<file path="config.mk">
export PLATFORM = sky130hd
export DESIGN_NAME = ibl_status
export DESIGN_NICKNAME = d
export VERILOG_FILES = /design/src/ibl_pkg.sv /design/src/ibl_fifo.sv /design/src/ibl_status.sv
export SDC_FILE = /design/constraint.sdc
export NUM_CORES = 1
export LEC_CHECK = 0
export ABC_AREA = 1
export BUFFER_PORTS_ARGS = -buffer_cell sky130_fd_sc_hd__buf_2
export CORE_ASPECT_RATIO = 0.9
export CORE_MARGIN = 3
export CORE_UTILIZATION = 65
export CTS_CLUSTER_SIZE = 28
export DETAILED_ROUTE_END_ITERATION = 7
export HOLD_SLACK_MARGIN = 0.06
export PLACE_DENSITY = 0.85
export SYNTH_ARGS = -nofsm -noshare
export SYNTH_HDL_FRONTEND = slang
export SYNTH_HIERARCHICAL = 1
export SYNTH_SLANG_ARGS = --single-unit
</file>
<file path="constraint.sdc">
create_clock -name ref_clk_i -period 7.45 [get_ports ref_clk_i]
set_clock_uncertainty 0.2 [all_clocks]
set_input_delay 1.1175 -clock ref_clk_i [delete_from_list [all_inputs] [get_ports ref_clk_i]]
set_output_delay 1.1175 -clock ref_clk_i [all_outputs]
set_load 0.02 [all_outputs]
</file>
<file path="src/ibl_pkg.sv">
package ibl_pkg;
    // host register select
    localparam logic SEL_STATUS = 1'b0;
    localparam logic SEL_DATA   = 1'b1;
    // status/control bit positions
    localparam int SB_SRQ = 15;
    localparam int SB_ER2 = 14;
    localparam int SB_ER1 = 13;
    localparam int SB_CMD = 10;
    localparam int SB_TKR = 9;
    localparam int SB_LNR = 8;
    localparam int SB_ACC = 7;
    localparam int SB_IE  = 6;
    localparam int SB_TON = 5;
    localparam int SB_LON = 4;
    localparam int SB_IBC = 3;
    localparam int SB_REM = 2;
    localparam int SB_EOP = 1;
    localparam int SB_TCS = 0;
    // timing
    localparam int CLK_NS       = 40;
    localparam int NRFD_HOLD_NS = 500;
    localparam int IFC_PULSE_NS = 125000;
    localparam int HOLD_CYC     = (NRFD_HOLD_NS + CLK_NS - 1) / CLK_NS;
    localparam int IFC_CYC      = IFC_PULSE_NS / CLK_NS;
    localparam int CNT_W        = 12;
    // interrupt vector offsets, highest priority first
    localparam logic [3:0] VEC_ERR = 4'h0;
    localparam logic [3:0] VEC_SRQ = 4'h4;
    localparam logic [3:0] VEC_CMD = 4'h8;
    localparam logic [3:0] VEC_LNR = 4'hc;
    // transmit queue
    localparam int FIFO_DEPTH = 16;
    localparam int FIFO_W     = 9;
    // control lines, order equals data register bits 15..8
    typedef struct packed {
        logic eoi;
        logic atn;
        logic ifc;
        logic ren;
        logic srq;
        logic nrfd;
        logic dav;
        logic ndac;
    } ibl_lines_t;
    // queued outgoing byte
    typedef struct packed {
        logic       cmd;
        logic [7:0] dat;
    } ibl_xfer_t;
    // take-control sequencer
    typedef enum logic [4:0] {
        TC_IDLE   = 5'h01,
        TC_HOLD   = 5'h02,
        TC_WAIT   = 5'h04,
        TC_SETTLE = 5'h08,
        TC_ON     = 5'h10
    } ibl_tc_t;
    // source handshake
    typedef enum logic [3:0] {
        SR_IDLE  = 4'h1,
        SR_CHECK = 4'h2,
        SR_DAV   = 4'h4,
        SR_DONE  = 4'h8
    } ibl_src_t;
endpackage : ibl_pkg

</file>
<file path="src/ibl_fifo.sv">
`timescale 1ns/1ps
module ibl_fifo #(
    parameter int W = 9,
    parameter int D = 16
) (
    // clock, reset, enable
    input  wire logic         clk_i,
    input  wire logic         rst_n_i,
    input  wire logic         ce_i,
    // fill side
    input  wire logic         in_valid_i,
    output logic              in_ready_o,
    input  wire logic [W-1:0] in_data_i,
    // drain side
    output logic              out_valid_o,
    input  wire logic         out_ready_i,
    output logic [W-1:0]      out_data_o
);
    localparam int AW = $clog2(D);
    logic [W-1:0] mem [D];
    logic [AW-1:0] wp_q;
    logic [AW-1:0] rp_q;
    logic [AW:0]   cnt_q;
    wire push = ce_i && in_valid_i && in_ready_o;
    wire pop  = ce_i && out_valid_o && out_ready_i;
    // occupancy flags
    assign in_ready_o  = cnt_q != (AW+1)'(D);
    assign out_valid_o = cnt_q != '0;
    assign out_data_o  = mem[rp_q];
    // storage
    always_ff @(posedge clk_i)
    begin
        if (push)
            mem[wp_q] <= in_data_i;
    end
    // pointers
    always_ff @(posedge clk_i)
    begin
        if (!rst_n_i) begin
            wp_q  <= '0;
            rp_q  <= '0;
            cnt_q <= '0;
        end else begin
            if (push) wp_q <= wp_q + AW'(1);
            if (pop)  rp_q <= rp_q + AW'(1);
            cnt_q <= cnt_q + (AW+1)'(push) - (AW+1)'(pop);
        end
    end
endmodule : ibl_fifo

</file>
<file path="src/ibl_status.sv">
// What this block does
// RULE1 - host sees only status and data registers
// RULE2 - data register: 8 data, 8 line bits
// RULE3 - high byte: EOI ATN IFC REN SRQ NRFD DAV NDAC
// RULE4 - data low byte carries commands and data
// RULE5 - control bits TALKER_READY..TAKE_CONTROL_SYNC sit at 9..0
// RULE6 - bit 15 follows low SRQ line
// RULE7 - SRQ and enable request service interrupt
// RULE8 - inhibit option makes bit 15 writable
// RULE9 - released NDAC at send sets no-acceptor error
// RULE10 - no-acceptor error clears when TALKER_FUNCTION_ON, TAKE_CONTROL_SYNC off
// RULE11 - either error with enable requests error interrupt
// RULE12 - ATN/IFC/REN mismatch sets line-conflict error when inhibit option off
// RULE13 - line conflict blocks ATN drive
// RULE14 - line-conflict error clears when mismatch gone
// RULE15 - bits 12 and 11 read zero
// RULE16 - command done after ATN or command accepted
// RULE17 - command done or talker ready interrupts
// RULE18 - command done clears on init, IFC, write, TAKE_CONTROL_SYNC
// RULE19 - talker ready on TAKE_CONTROL_SYNC off or NDAC release
// RULE20 - talker ready clears on init, IFC, write, TALKER_FUNCTION_ON, TAKE_CONTROL_SYNC
// RULE21 - interrupt enable gates all, init clears
// RULE22 - TAKE_CONTROL_SYNC holds NRFD 500 ns, ATN after DAV idle
// RULE23 - error, service, command, listener priority order
// RULE24 - talker on write-only, cleared by init, IFC
// RULE25 - init drops any pending interrupt
`timescale 1ns/1ps
module ibl_status
    import ibl_pkg::*;
(
    // clock, reset, enable
    input  wire logic        ref_clk_i,
    input  wire logic        rst_n_i,
    input  wire logic        ce_i,
    // host register port
    input  wire logic        sel_i,
    input  wire logic        wr_i,
    input  wire logic        rd_i,
    input  wire logic [15:0] wdata_i,
    output logic [15:0]      rdata_o,
    // option strap
    input  wire logic        inhibit_i,
    // instrument bus, electrical levels, low is asserted
    input  wire ibl_lines_t  lines_i,
    output ibl_lines_t       lines_o,
    output ibl_lines_t       lines_oe_o,
    input  wire logic [7:0]  dio_i,
    output logic [7:0]       dio_o,
    output logic [7:0]       dio_oe_o,
    // interrupt request
    output logic             irq_req_o,
    output logic [3:0]       irq_vec_o
);
    // pin synchronisers
    ibl_lines_t ln_s1_q;
    ibl_lines_t ln_s2_q;
    logic [7:0] dio_s1_q;
    logic [7:0] dio_s2_q;
    logic       inh_s1_q;
    logic       inh_s2_q;
    always_ff @(posedge ref_clk_i)
    begin
        if (!rst_n_i) begin
            ln_s1_q  <= '1;
            ln_s2_q  <= '1;
            dio_s1_q <= '1;
            dio_s2_q <= '1;
            inh_s1_q <= 1'b0;
            inh_s2_q <= 1'b0;
        end else if (ce_i) begin
            ln_s1_q  <= lines_i;
            ln_s2_q  <= ln_s1_q;
            dio_s1_q <= dio_i;
            dio_s2_q <= dio_s1_q;
            inh_s1_q <= inhibit_i;
            inh_s2_q <= inh_s1_q;
        end
    end
    // logical line state: one when the wire is low
    ibl_lines_t la;
    assign la = ~ln_s2_q;

    // control, flags and engines
    logic acc_q, ie_q, ton_q, lon_q, rem_q, eop_q, tcs_q, srqw_q;
    logic er1_q, er2_q, cmd_q, tkr_q, lnr_q, took_q;
    logic [7:0] rx_q;
    logic [CNT_W-1:0] ifc_cnt_q, tc_cnt_q, sr_cnt_q;
    logic [2:0] own_d1_q, own_d2_q;
    ibl_tc_t  tc_q;
    ibl_src_t sr_q;
    ibl_xfer_t cur_q;
    ibl_lines_t oe_q;

    // host decode
    wire wr_st  = ce_i && wr_i && sel_i == SEL_STATUS;
    wire wr_dat = ce_i && wr_i && sel_i == SEL_DATA;
    wire rd_dat = ce_i && rd_i && sel_i == SEL_DATA;
    wire ifc_out = ifc_cnt_q != '0;
    // received IFC is one we are not driving ourselves
    wire ifc_rx = la.ifc && !own_d2_q[1];
    wire clr_all = ifc_rx;
    wire tcs_fall = wr_st && tcs_q && !wdata_i[SB_TCS];
    wire tcs_rise = wr_st && !tcs_q && wdata_i[SB_TCS];
    wire ton_off  = wr_st && !wdata_i[SB_TON];
    wire is_cmd   = tc_q == TC_ON;

    // status view: write-only bits read zero
    wire srq_bit = inh_s2_q ? srqw_q : la.srq; // RULE6 RULE8
    wire [15:0] st_view = {srq_bit, er2_q, er1_q, 2'b00, // RULE15
                           cmd_q, tkr_q, lnr_q, 8'h00}; // RULE5
    wire [15:0] dat_view = {la, rx_q}; // RULE2 RULE3 RULE4

    // transmit queue between host writes and the source handshake
    ibl_xfer_t q_in;
    ibl_xfer_t q_out;
    logic q_rdy, q_vld;
    wire  q_take = q_vld && sr_q == SR_IDLE;
    assign q_in = '{cmd: is_cmd, dat: wdata_i[7:0]};
    ibl_fifo #(
        .W (FIFO_W),
        .D (FIFO_DEPTH)
    ) u_fifo (
        .clk_i       (ref_clk_i),
        .rst_n_i     (rst_n_i),
        .ce_i        (ce_i),
        .in_valid_i  (wr_dat && (is_cmd || ton_q) && !acc_q),
        .in_ready_o  (q_rdy),
        .in_data_i   (q_in),
        .out_valid_o (q_vld),
        .out_ready_i (q_take),
        .out_data_o  (q_out)
    );

    // control bits written by software
    always_ff @(posedge ref_clk_i)
    begin
        if (!rst_n_i) begin
            {acc_q, ie_q, ton_q, lon_q} <= '0;
            {rem_q, eop_q, tcs_q, srqw_q} <= '0;
        end else if (ce_i) begin
            if (wr_st) begin // RULE1
                acc_q  <= wdata_i[SB_ACC];
                ie_q   <= wdata_i[SB_IE]; // RULE21
                ton_q  <= wdata_i[SB_TON];
                lon_q  <= wdata_i[SB_LON];
                rem_q  <= wdata_i[SB_REM];
                eop_q  <= wdata_i[SB_EOP];
                tcs_q  <= wdata_i[SB_TCS];
                srqw_q <= wdata_i[SB_SRQ]; // RULE8
            end
            if (ifc_out && ifc_cnt_q == CNT_W'(1))
                tcs_q <= 1'b1; // end of bus clear takes control
            if (clr_all) begin
                {acc_q, ton_q, lon_q} <= '0; // RULE24
                {rem_q, eop_q, tcs_q} <= '0;
            end
        end
    end

    // outgoing bus clear pulse
    always_ff @(posedge ref_clk_i)
    begin
        if (!rst_n_i)
            ifc_cnt_q <= '0;
        else if (ce_i) begin
            if (wr_st && wdata_i[SB_IBC])
                ifc_cnt_q <= CNT_W'(IFC_CYC);
            else if (ifc_out)
                ifc_cnt_q <= ifc_cnt_q - CNT_W'(1);
        end
    end

    // take-control sequencer
    always_ff @(posedge ref_clk_i)
    begin
        if (!rst_n_i) begin
            tc_q     <= TC_IDLE;
            tc_cnt_q <= '0;
        end else if (ce_i) begin
            if (tc_cnt_q != '0)
                tc_cnt_q <= tc_cnt_q - CNT_W'(1);
            if (!tcs_q || clr_all)
                tc_q <= TC_IDLE;
            else begin
                case (tc_q)
                    TC_IDLE:
                    begin
                        tc_q     <= TC_HOLD;
                        tc_cnt_q <= CNT_W'(HOLD_CYC - 1);
                    end
                    TC_HOLD:
                        if (tc_cnt_q == '0)
                            tc_q <= TC_WAIT; // RULE22
                    TC_WAIT:
                        if (!la.dav && !er1_q)
                        begin
                            tc_q     <= TC_SETTLE; // RULE22
                            tc_cnt_q <= CNT_W'(HOLD_CYC - 1);
                        end
                    TC_SETTLE:
                        if (tc_cnt_q == '0)
                            tc_q <= TC_ON;
                    TC_ON:
                        tc_q <= TC_ON;
                    default:
                        tc_q <= TC_IDLE;
                endcase
            end
        end
    end

    // source handshake for queued bytes
    wire src_done = sr_q == SR_DONE;
    always_ff @(posedge ref_clk_i)
    begin
        if (!rst_n_i) begin
            sr_q  <= SR_IDLE;
            cur_q <= '0;
            sr_cnt_q <= '0;
        end else if (ce_i) begin
            case (sr_q)
                SR_IDLE:
                    if (q_vld)
                    begin
                        sr_q  <= SR_CHECK;
                        cur_q <= q_out;
                        sr_cnt_q <= CNT_W'(HOLD_CYC - 1); // lines settle
                    end
                SR_CHECK:
                    if (sr_cnt_q != '0)
                        sr_cnt_q <= sr_cnt_q - CNT_W'(1);
                    else if (!la.ndac)
                        sr_q <= SR_IDLE; // no acceptor, drop byte
                    else if (!la.nrfd)
                        sr_q <= SR_DAV;
                SR_DAV:
                    if (!la.ndac)
                        sr_q <= SR_DONE;
                SR_DONE:
                    sr_q <= SR_IDLE;
                default:
                    sr_q <= SR_IDLE;
            endcase
            if (clr_all)
                sr_q <= SR_IDLE;
        end
    end

    // flag next values; hardware set wins over clear
    wire er1_now = !inh_s2_q && (own_d2_q != {la.atn, la.ifc, la.ren});
    wire er2_set = sr_q == SR_CHECK && sr_cnt_q == '0 && !la.ndac; // RULE9
    wire cmd_set = (tc_q == TC_SETTLE && tc_cnt_q == '0)
                 || (src_done && cur_q.cmd); // RULE16
    wire cmd_clr = clr_all || (wr_dat && is_cmd) || tcs_fall; // RULE18
    wire tkr_set = ((tcs_fall && wdata_i[SB_TON])
                 || (src_done && !cur_q.cmd && ton_q)) && q_rdy; // RULE19
    wire tkr_clr = clr_all || (wr_dat && !is_cmd) || ton_off
                 || tcs_rise; // RULE20
    wire lnr_set = lon_q && la.dav && !took_q && !lnr_q;
    wire lnr_clr = clr_all || (wr_st && !wdata_i[SB_LON])
                 || (acc_q ? wr_dat : rd_dat);
    always_ff @(posedge ref_clk_i)
    begin
        if (!rst_n_i) begin
            {er1_q, er2_q, cmd_q, tkr_q, lnr_q, took_q} <= '0;
            rx_q <= '0;
        end else if (ce_i) begin
            er1_q <= er1_now; // RULE12 RULE14
            er2_q <= er2_set || (er2_q && (ton_q || tcs_q)); // RULE10
            cmd_q <= cmd_set || (cmd_q && !cmd_clr);
            tkr_q <= tkr_set || (tkr_q && !tkr_clr);
            lnr_q <= lnr_set || (lnr_q && !lnr_clr);
            took_q <= lon_q && (lnr_set || (took_q && la.dav));
            if (lnr_set)
                rx_q <= ~dio_s2_q;
        end
    end

    // line drives; own ATN, IFC, REN delayed to match sync latency
    ibl_lines_t drv;
    always_comb
    begin
        drv      = '0;
        drv.atn  = (tc_q == TC_SETTLE || tc_q == TC_ON) && !er1_q; // RULE13
        drv.ifc  = ifc_out;
        drv.ren  = rem_q;
        drv.eoi  = eop_q;
        drv.nrfd = tc_q == TC_HOLD || tc_q == TC_WAIT
                 || tc_q == TC_SETTLE || lnr_q
                 || (acc_q && !tcs_q && !lon_q && !ton_q); // RULE22
        drv.dav  = sr_q == SR_DAV;
        drv.ndac = lon_q && !took_q;
    end
    always_ff @(posedge ref_clk_i)
    begin
        if (!rst_n_i) begin
            oe_q     <= '0;
            own_d1_q <= '0;
            own_d2_q <= '0;
            dio_oe_o <= '0;
        end else if (ce_i) begin
            oe_q     <= drv;
            own_d1_q <= {oe_q.atn, oe_q.ifc, oe_q.ren};
            own_d2_q <= own_d1_q;
            dio_oe_o <= (sr_q == SR_CHECK || sr_q == SR_DAV)
                      ? cur_q.dat : 8'h00; // RULE4
        end
    end
    assign lines_o    = '0; // open drain: only ever pulls low
    assign lines_oe_o = oe_q;
    assign dio_o      = 8'h00;

    // interrupt arbitration
    wire err_any = er1_q || er2_q;
    logic       irq_d;
    logic [3:0] vec_d;
    always_comb
    begin
        irq_d = 1'b1;
        vec_d = VEC_ERR;
        if (!ie_q) // RULE21
            irq_d = 1'b0;
        else if (err_any) // RULE11 RULE23
            vec_d = VEC_ERR;
        else if (srq_bit) // RULE7
            vec_d = VEC_SRQ;
        else if (cmd_q || tkr_q) // RULE17
            vec_d = VEC_CMD;
        else if (lnr_q)
            vec_d = VEC_LNR;
        else
            irq_d = 1'b0;
    end
    always_ff @(posedge ref_clk_i)
    begin
        if (!rst_n_i) begin
            irq_req_o <= 1'b0; // RULE25
            irq_vec_o <= VEC_ERR;
            rdata_o   <= '0;
        end else if (ce_i) begin
            irq_req_o <= irq_d;
            irq_vec_o <= vec_d;
            if (rd_i)
                rdata_o <= (sel_i == SEL_DATA) ? dat_view : st_view;
        end
    end
endmodule : ibl_status

</file>
---- After elaboration in Yosys (flattened, before gate mapping) ----
Memories as Yosys holds them, arrays and structs flattened. A register that Yosys moved wholly into a read port is not among the register bits.
Cells that the tools add are included.
Widths: inputs -> output; s select.
storage, ports and cells
  memory bits (writable) .................. 144
  input port bits ......................... 39
  memories ................................ 1
  flip-flop bits (word level) ............. 156
memories
  memory      depth  bits a word  rd ports  clocked after Yosys merged registers in  write ports  line            source
  u_fifo.mem  16     9            1         1                                        1            ibl_fifo.sv:20  logic [W-1:0] mem [D];
cells by class
  bitwise gates (word level) .............. 3
  equal/unequal tests ..................... 21
  $add $sub $neg .......................... 7
  reduce and logical (&&, ||, !) cells .... 112
  multiplexer cells ....................... 50
operators with widths
  cell                   number
  $mux 12                7
  $pmux 12 s2            2
  $logic_and 1x1->1      47
  $mux 4                 11
  $reduce_bool 12->1     3
  $sub 12x1->12 const B  3
  $logic_or 1x1->1       25
  $pmux 5 s5             1
  $logic_not 12->1       2
  $mux 1                 22
  $logic_not 1->1        20
  $mux 5                 4
  $ne 3x3->1 const B     6
  $mux 16                1
  $not 8->8              2
  $eq 12x1->1 const B    1
  $pmux 4 s3             1
  $reduce_and 2->1       6
  $add 4x1->4 const B    2
  $mux 8                 1
  $reduce_and 4->1       2
  $reduce_bool 2->1      3
  $add 5x1->5            1
  $eq 5x1->1 const B     1
  18 further kinds       19

---- Logic depth before layout (Yosys ltp) ----
  word-level depth ........................ 9
  gate-level depth with buffers ........... 20
  gate-level depth less buffers ........... 19

---- Modules after synthesis ----
Netlist, hierarchy kept.
modules (own cells, without submodules)
  module      sequential area each (µm²)  area each (µm²)  instances  cells each
  ibl_fifo    4664.5                      7181.9           1          724
  ibl_status  3002.9                      6996.7           1          1008

---- Worst setup path before layout ----
Ideal clock, no wire load.
  path kind ............................... input port to flip-flop
  start ................................... in ce_i
  end ..................................... reg u_fifo.cnt_q[4]
  data required time ...................... 7.137 ns
  data arrival time ....................... 3.259 ns
  setup slack ............................. 3.878 ns
  setup time .............................. 0.113 ns
  stages .................................. 19
  cells stage by stage .................... inv_1 buf_2 nor3_1 nand2_1 a21oi_1 nand2_1 inv_1 nand2_2 ha_1 inv_1 ha_1 inv_1 fa_1 inv_1 nand2_1 nand2_1 a21oi_1 nor2_1 nor2_1
between the ends
  longest elaborated chain between the ends .. 8
ends and longest elaborated chain
  element                         line               source
  start: declaration              ibl_status.sv:34   input wire logic ce_i,
  $logic_and 1x1->1 (2 in a row)  ibl_status.sv:96   wire wr_dat = ce_i && wr_i && sel_i == SEL_DATA;
  $logic_and 1x1->1 (2 in a row)  ibl_status.sv:126  .in_valid_i (wr_dat && (is_cmd || ton_q) && !acc_q),
  $logic_and 1x1->1 (2 in a row)  ibl_fifo.sv:24     wire push = ce_i && in_valid_i && in_ready_o;
  $add 5x1->5                     ibl_fifo.sv:46     cnt_q <= cnt_q + (AW+1)'(push) - (AW+1)'(pop);
  $sub 5x1->5 *                   ibl_fifo.sv:46
  end signal: assignment          ibl_fifo.sv:46
  end: declaration                ibl_fifo.sv:23     logic [AW:0] cnt_q;
Every way passes the cells marked *; elsewhere a longest branch is shown, timed or not.
A chain may end at the register's enable or synchronous reset.

---- Worst setup path after layout ----
Same ends and word-level chain as after synthesis.

==> key figures <==
Run status
  • Status: complete, no violations

Timing
  • Worst-Margin Slew: 1.24 ns
  • Total negative setup slack: 0 ns
  • Fin crit share: 50.2%
  • Hold slack: 0.229 ns
  • Max-Slew Margin vs Limit: 16.5%
  • Tmin final: 3.74 ns
  • RSZ-0062 raised after global routing: false
  • Pins Over Slew Limit: 0
  • Final setup fails: 0
  • Hold Vio Cnt, Final: 0
  • F_max: 268 MHz

Floorplanning
  • Core area: 21,100 um^2
  • # IOs: 92
  • Die width: 162 um
  • Starting Density: 67.3%
  • FP Rows: 50
  • Die Span Y: 146 um
  • Die ar.: 23,600 um^2

Setup path
  • R2R Path Start: u_fifo/cnt_q[2]
  • Startpoint Class: input port
  • Crit Path Max Fanout: 38
  • Crit. End Element: register
  • RR Endpoint: u_fifo/cnt_q[4]
  • Crit Path Class: in2reg
  • Worst Reg2Reg Path Length in Cells: 19
  • Worst EP required: 7.73 ns
  • R2R Setup Slk: 4.30 ns
  • Data arrival time of the worst path: 4.02 ns

Place
  • Final HPWL DP: 19,700 um
  • Placed Instance Area: 14,400 um^2
  • Cells after DPL: 2,018
  • IO Port Bufs: 65
  • Routability Congestion: 0.924

Worst hold path
  • Hold Path Class: reg2reg
  • Worst Hold Depth: 1
  • Hold Crit Endpoint: rx_q[6]
  • Worst Hold Launch: dio_s2_q[6]

Cells and area
  • Filler cell count: 1,526
  • Post-route cell area: 15,500 um^2
  • Area Overhead vs Synth: 9.25%
  • Most frequent cells in the layout: 469 x nand2_1, 231 x nand3_1, 224 x inv_1
  • Most common cell after layout, fill and taps aside: nand2_1
  • Fin nets: 1,822
  • Diodes inserted: 0
  • Finished Layout Cells: 2,074
  • Layout cells sized above 1: 8.45%

Global routing
  • First-pass GRT wire length: 51,600 um
  • Total grt overflow: 0
  • GR Util All Layers: 26.1%
  • Vias in the first global route: 10.7k
  • Initial antenna violation count: 0
  • Largest net degree at the start of global routing: 74

Clock tree
  • CTS buffer count: 30
  • Clock slew at reported path FFs: 0.06 ns
  • Clock sink count: 311
  • CTS Root Cell: clkbuf_16
  • CTS max path bufs: 3
  • Hold buffers post-CTS: 0
  • Setup bufs post-CTS: 0
  • Post_cts resized: 0
  • Clock H-tree levels: 1
  • Worst skew pair latency: 0.55 ns
  • CTS tree: done

Flow run
  • Max_cap viols: 0

Synth
  • Ys flop type: dfxtp_1
  • Netlist cell types: 40
  • Async SR Flop Fraction: 0%
  • Post-synth EDFFs: 144
  • Avg Synthesized Cell Area: 8.19 um^2
  • Yosys warning count: 6
  • Mapped Area: 14,200 um^2
  • Mapped Cells: 1,732
  • Synth Register Bits: 311
  • Register area share after synthesis: 54.1%

Route
  • DR iter-0 viols: 1,050
  • Post-DR wirelength/cell: 15.1 um
  • Initial DRT Pass Iterations: 8
  • Post-route DRC violation count: 0
  • Via/cell ratio: 5.54
  • DR vias: 11.5k
  • Post-Route WL: 31,400 um
  • Post-route ant nets: 0

Power
  • Static Leak: 0.00688 uW
  • Peak VDD IR: 0.267 mV
  • Power, Total: 5070 uW
  • PD cells: 328 nW/um^2
[synth_stat cells (2+ instances only)]
cell type	n	area share [%]
edfxtp_1	144	30
nor2_2	5	0.22
a21oi_1	108	3.8
dfxtp_1	167	24
a31oi_1	3	0.13
nor2_4	2	0.16
nand2_1	469	12
xor2_1	11	0.68
buf_6	11	0.87
a211oi_1	3	0.16
ha_1	18	1.6
nand4_1	17	0.75
o21bai_1	2	0.11
o21ai_1	2	0.071
buf_4	30	1.6
nor4_1	2	0.088
clkbuf_1	25	0.66
nor3_1	11	0.39
buf_1	5	0.13
nor2_1	135	3.6
nand3_1	231	8.2
o21ai_0	58	2.0
inv_2	6	0.16
nand2_2	6	0.26
xnor2_1	3	0.19
inv_1	224	5.9
nand3b_1	2	0.11
buf_2	18	0.64
nand3_2	3	0.21
[report_power, final]
part	switching, uW	internal (uW)
Sequential	106	1920
Combinational	977	464
Clock	654	958
Total	1740	3340
[per-layer routing]
metal | vias to the layer above | global-route usage, % | routed length (um)
met5 | - | 0 | 0
met1 | 5317 | 35.4 | 13200
li1 | 5610 | - | -
met2 | 496 | 43.2 | 15000
met3 | 74 | 4.85 | 2450
met4 | 0 | 7.68 | 796
[worst max path at each step]
stage	startpoint	endpoint	slack (ns)	depth (start not counted)
floorplan	ce_i	u_fifo/cnt_q[4]	3.88	19
global placement	ce_i	u_fifo/cnt_q[4]	3.29	20
detailed placement	ce_i	u_fifo/cnt_q[4]	3.21	20
CTS	ce_i	u_fifo/cnt_q[4]	3.78	20
global route	ce_i	u_fifo/cnt_q[4]	3.34	20
finish	ce_i	u_fifo/cnt_q[4]	3.71	20
[critical path, cell delays in order]
cell,delay [ns]
buf_4,0.31
clkinv_1,0.14
nor3_1,0.44
nand2_1,0.09
a21oi_1,0.14
nand2_1,0.06
inv_1,0.11
nand2_2,0.12
ha_1,0.32
inv_1,0.06
ha_1,0.15
inv_1,0.05
fa_1,0.38
inv_1,0.06
nand2_1,0.06
nand2_1,0.06
a21oi_1,0.08
nand2_1,0.08
nand2_1,0.05
nor2_1,0.10
[per-stage QoR]
stage                     util, %  setup slack, ns
after global routing         73.5             3.34
final                        73.5             3.71
after detailed placement     68.4             3.21
after global placement       68.4             3.29
after floorplan                 -             3.88
after CTS                    73.5             3.78
[cell type report]
type,count,area [um^2],share of cell area (%)
inverter,233,882,5.69
clock inverter,22,255,1.65
timing repair buffer,71,373,2.41
tap,286,358,2.31
sequential,311,7670,49.5
clock buffer,34,808,5.22
multi-input combinational,1117,5140,33.2
[flip-flops by register name, summed over array words and instances (netlist names), 2 cells and up, named ones only]
name and count:
tc_cnt_q 12, lines_oe_o 7, dio_oe_o 8, rx_q 8
rdata_o 16, u_fifo/rp_q 4, tc_q 5, ln_s2_q 8
u_fifo/mem 144, u_fifo/wp_q 4, ifc_cnt_q 12, irq_vec_o 2
dio_s1_q 8, u_fifo/cnt_q 5, cur_q 9, sr_cnt_q 12
sr_q 4, dio_s2_q 8, ln_s1_q 8, own_d1_q 3
own_d2_q 3
[cell families (layout without fill, tap and decap cells)]
family	Yosys count	in the layout	share of synthesized area, %
adder cells (fa/ha/maj)	19	19	1.73
other	1	19	0.0264
AO/OA/AOI/OAI	178	178	6.46
AND/OR/NAND/NOR	887	887	26.7
buffers and inverters	322	360	10.1
flip-flops	311	311	54.1
XOR/XNOR	14	14	0.865
No activity file was read; power rests on OpenSTA's default activity.
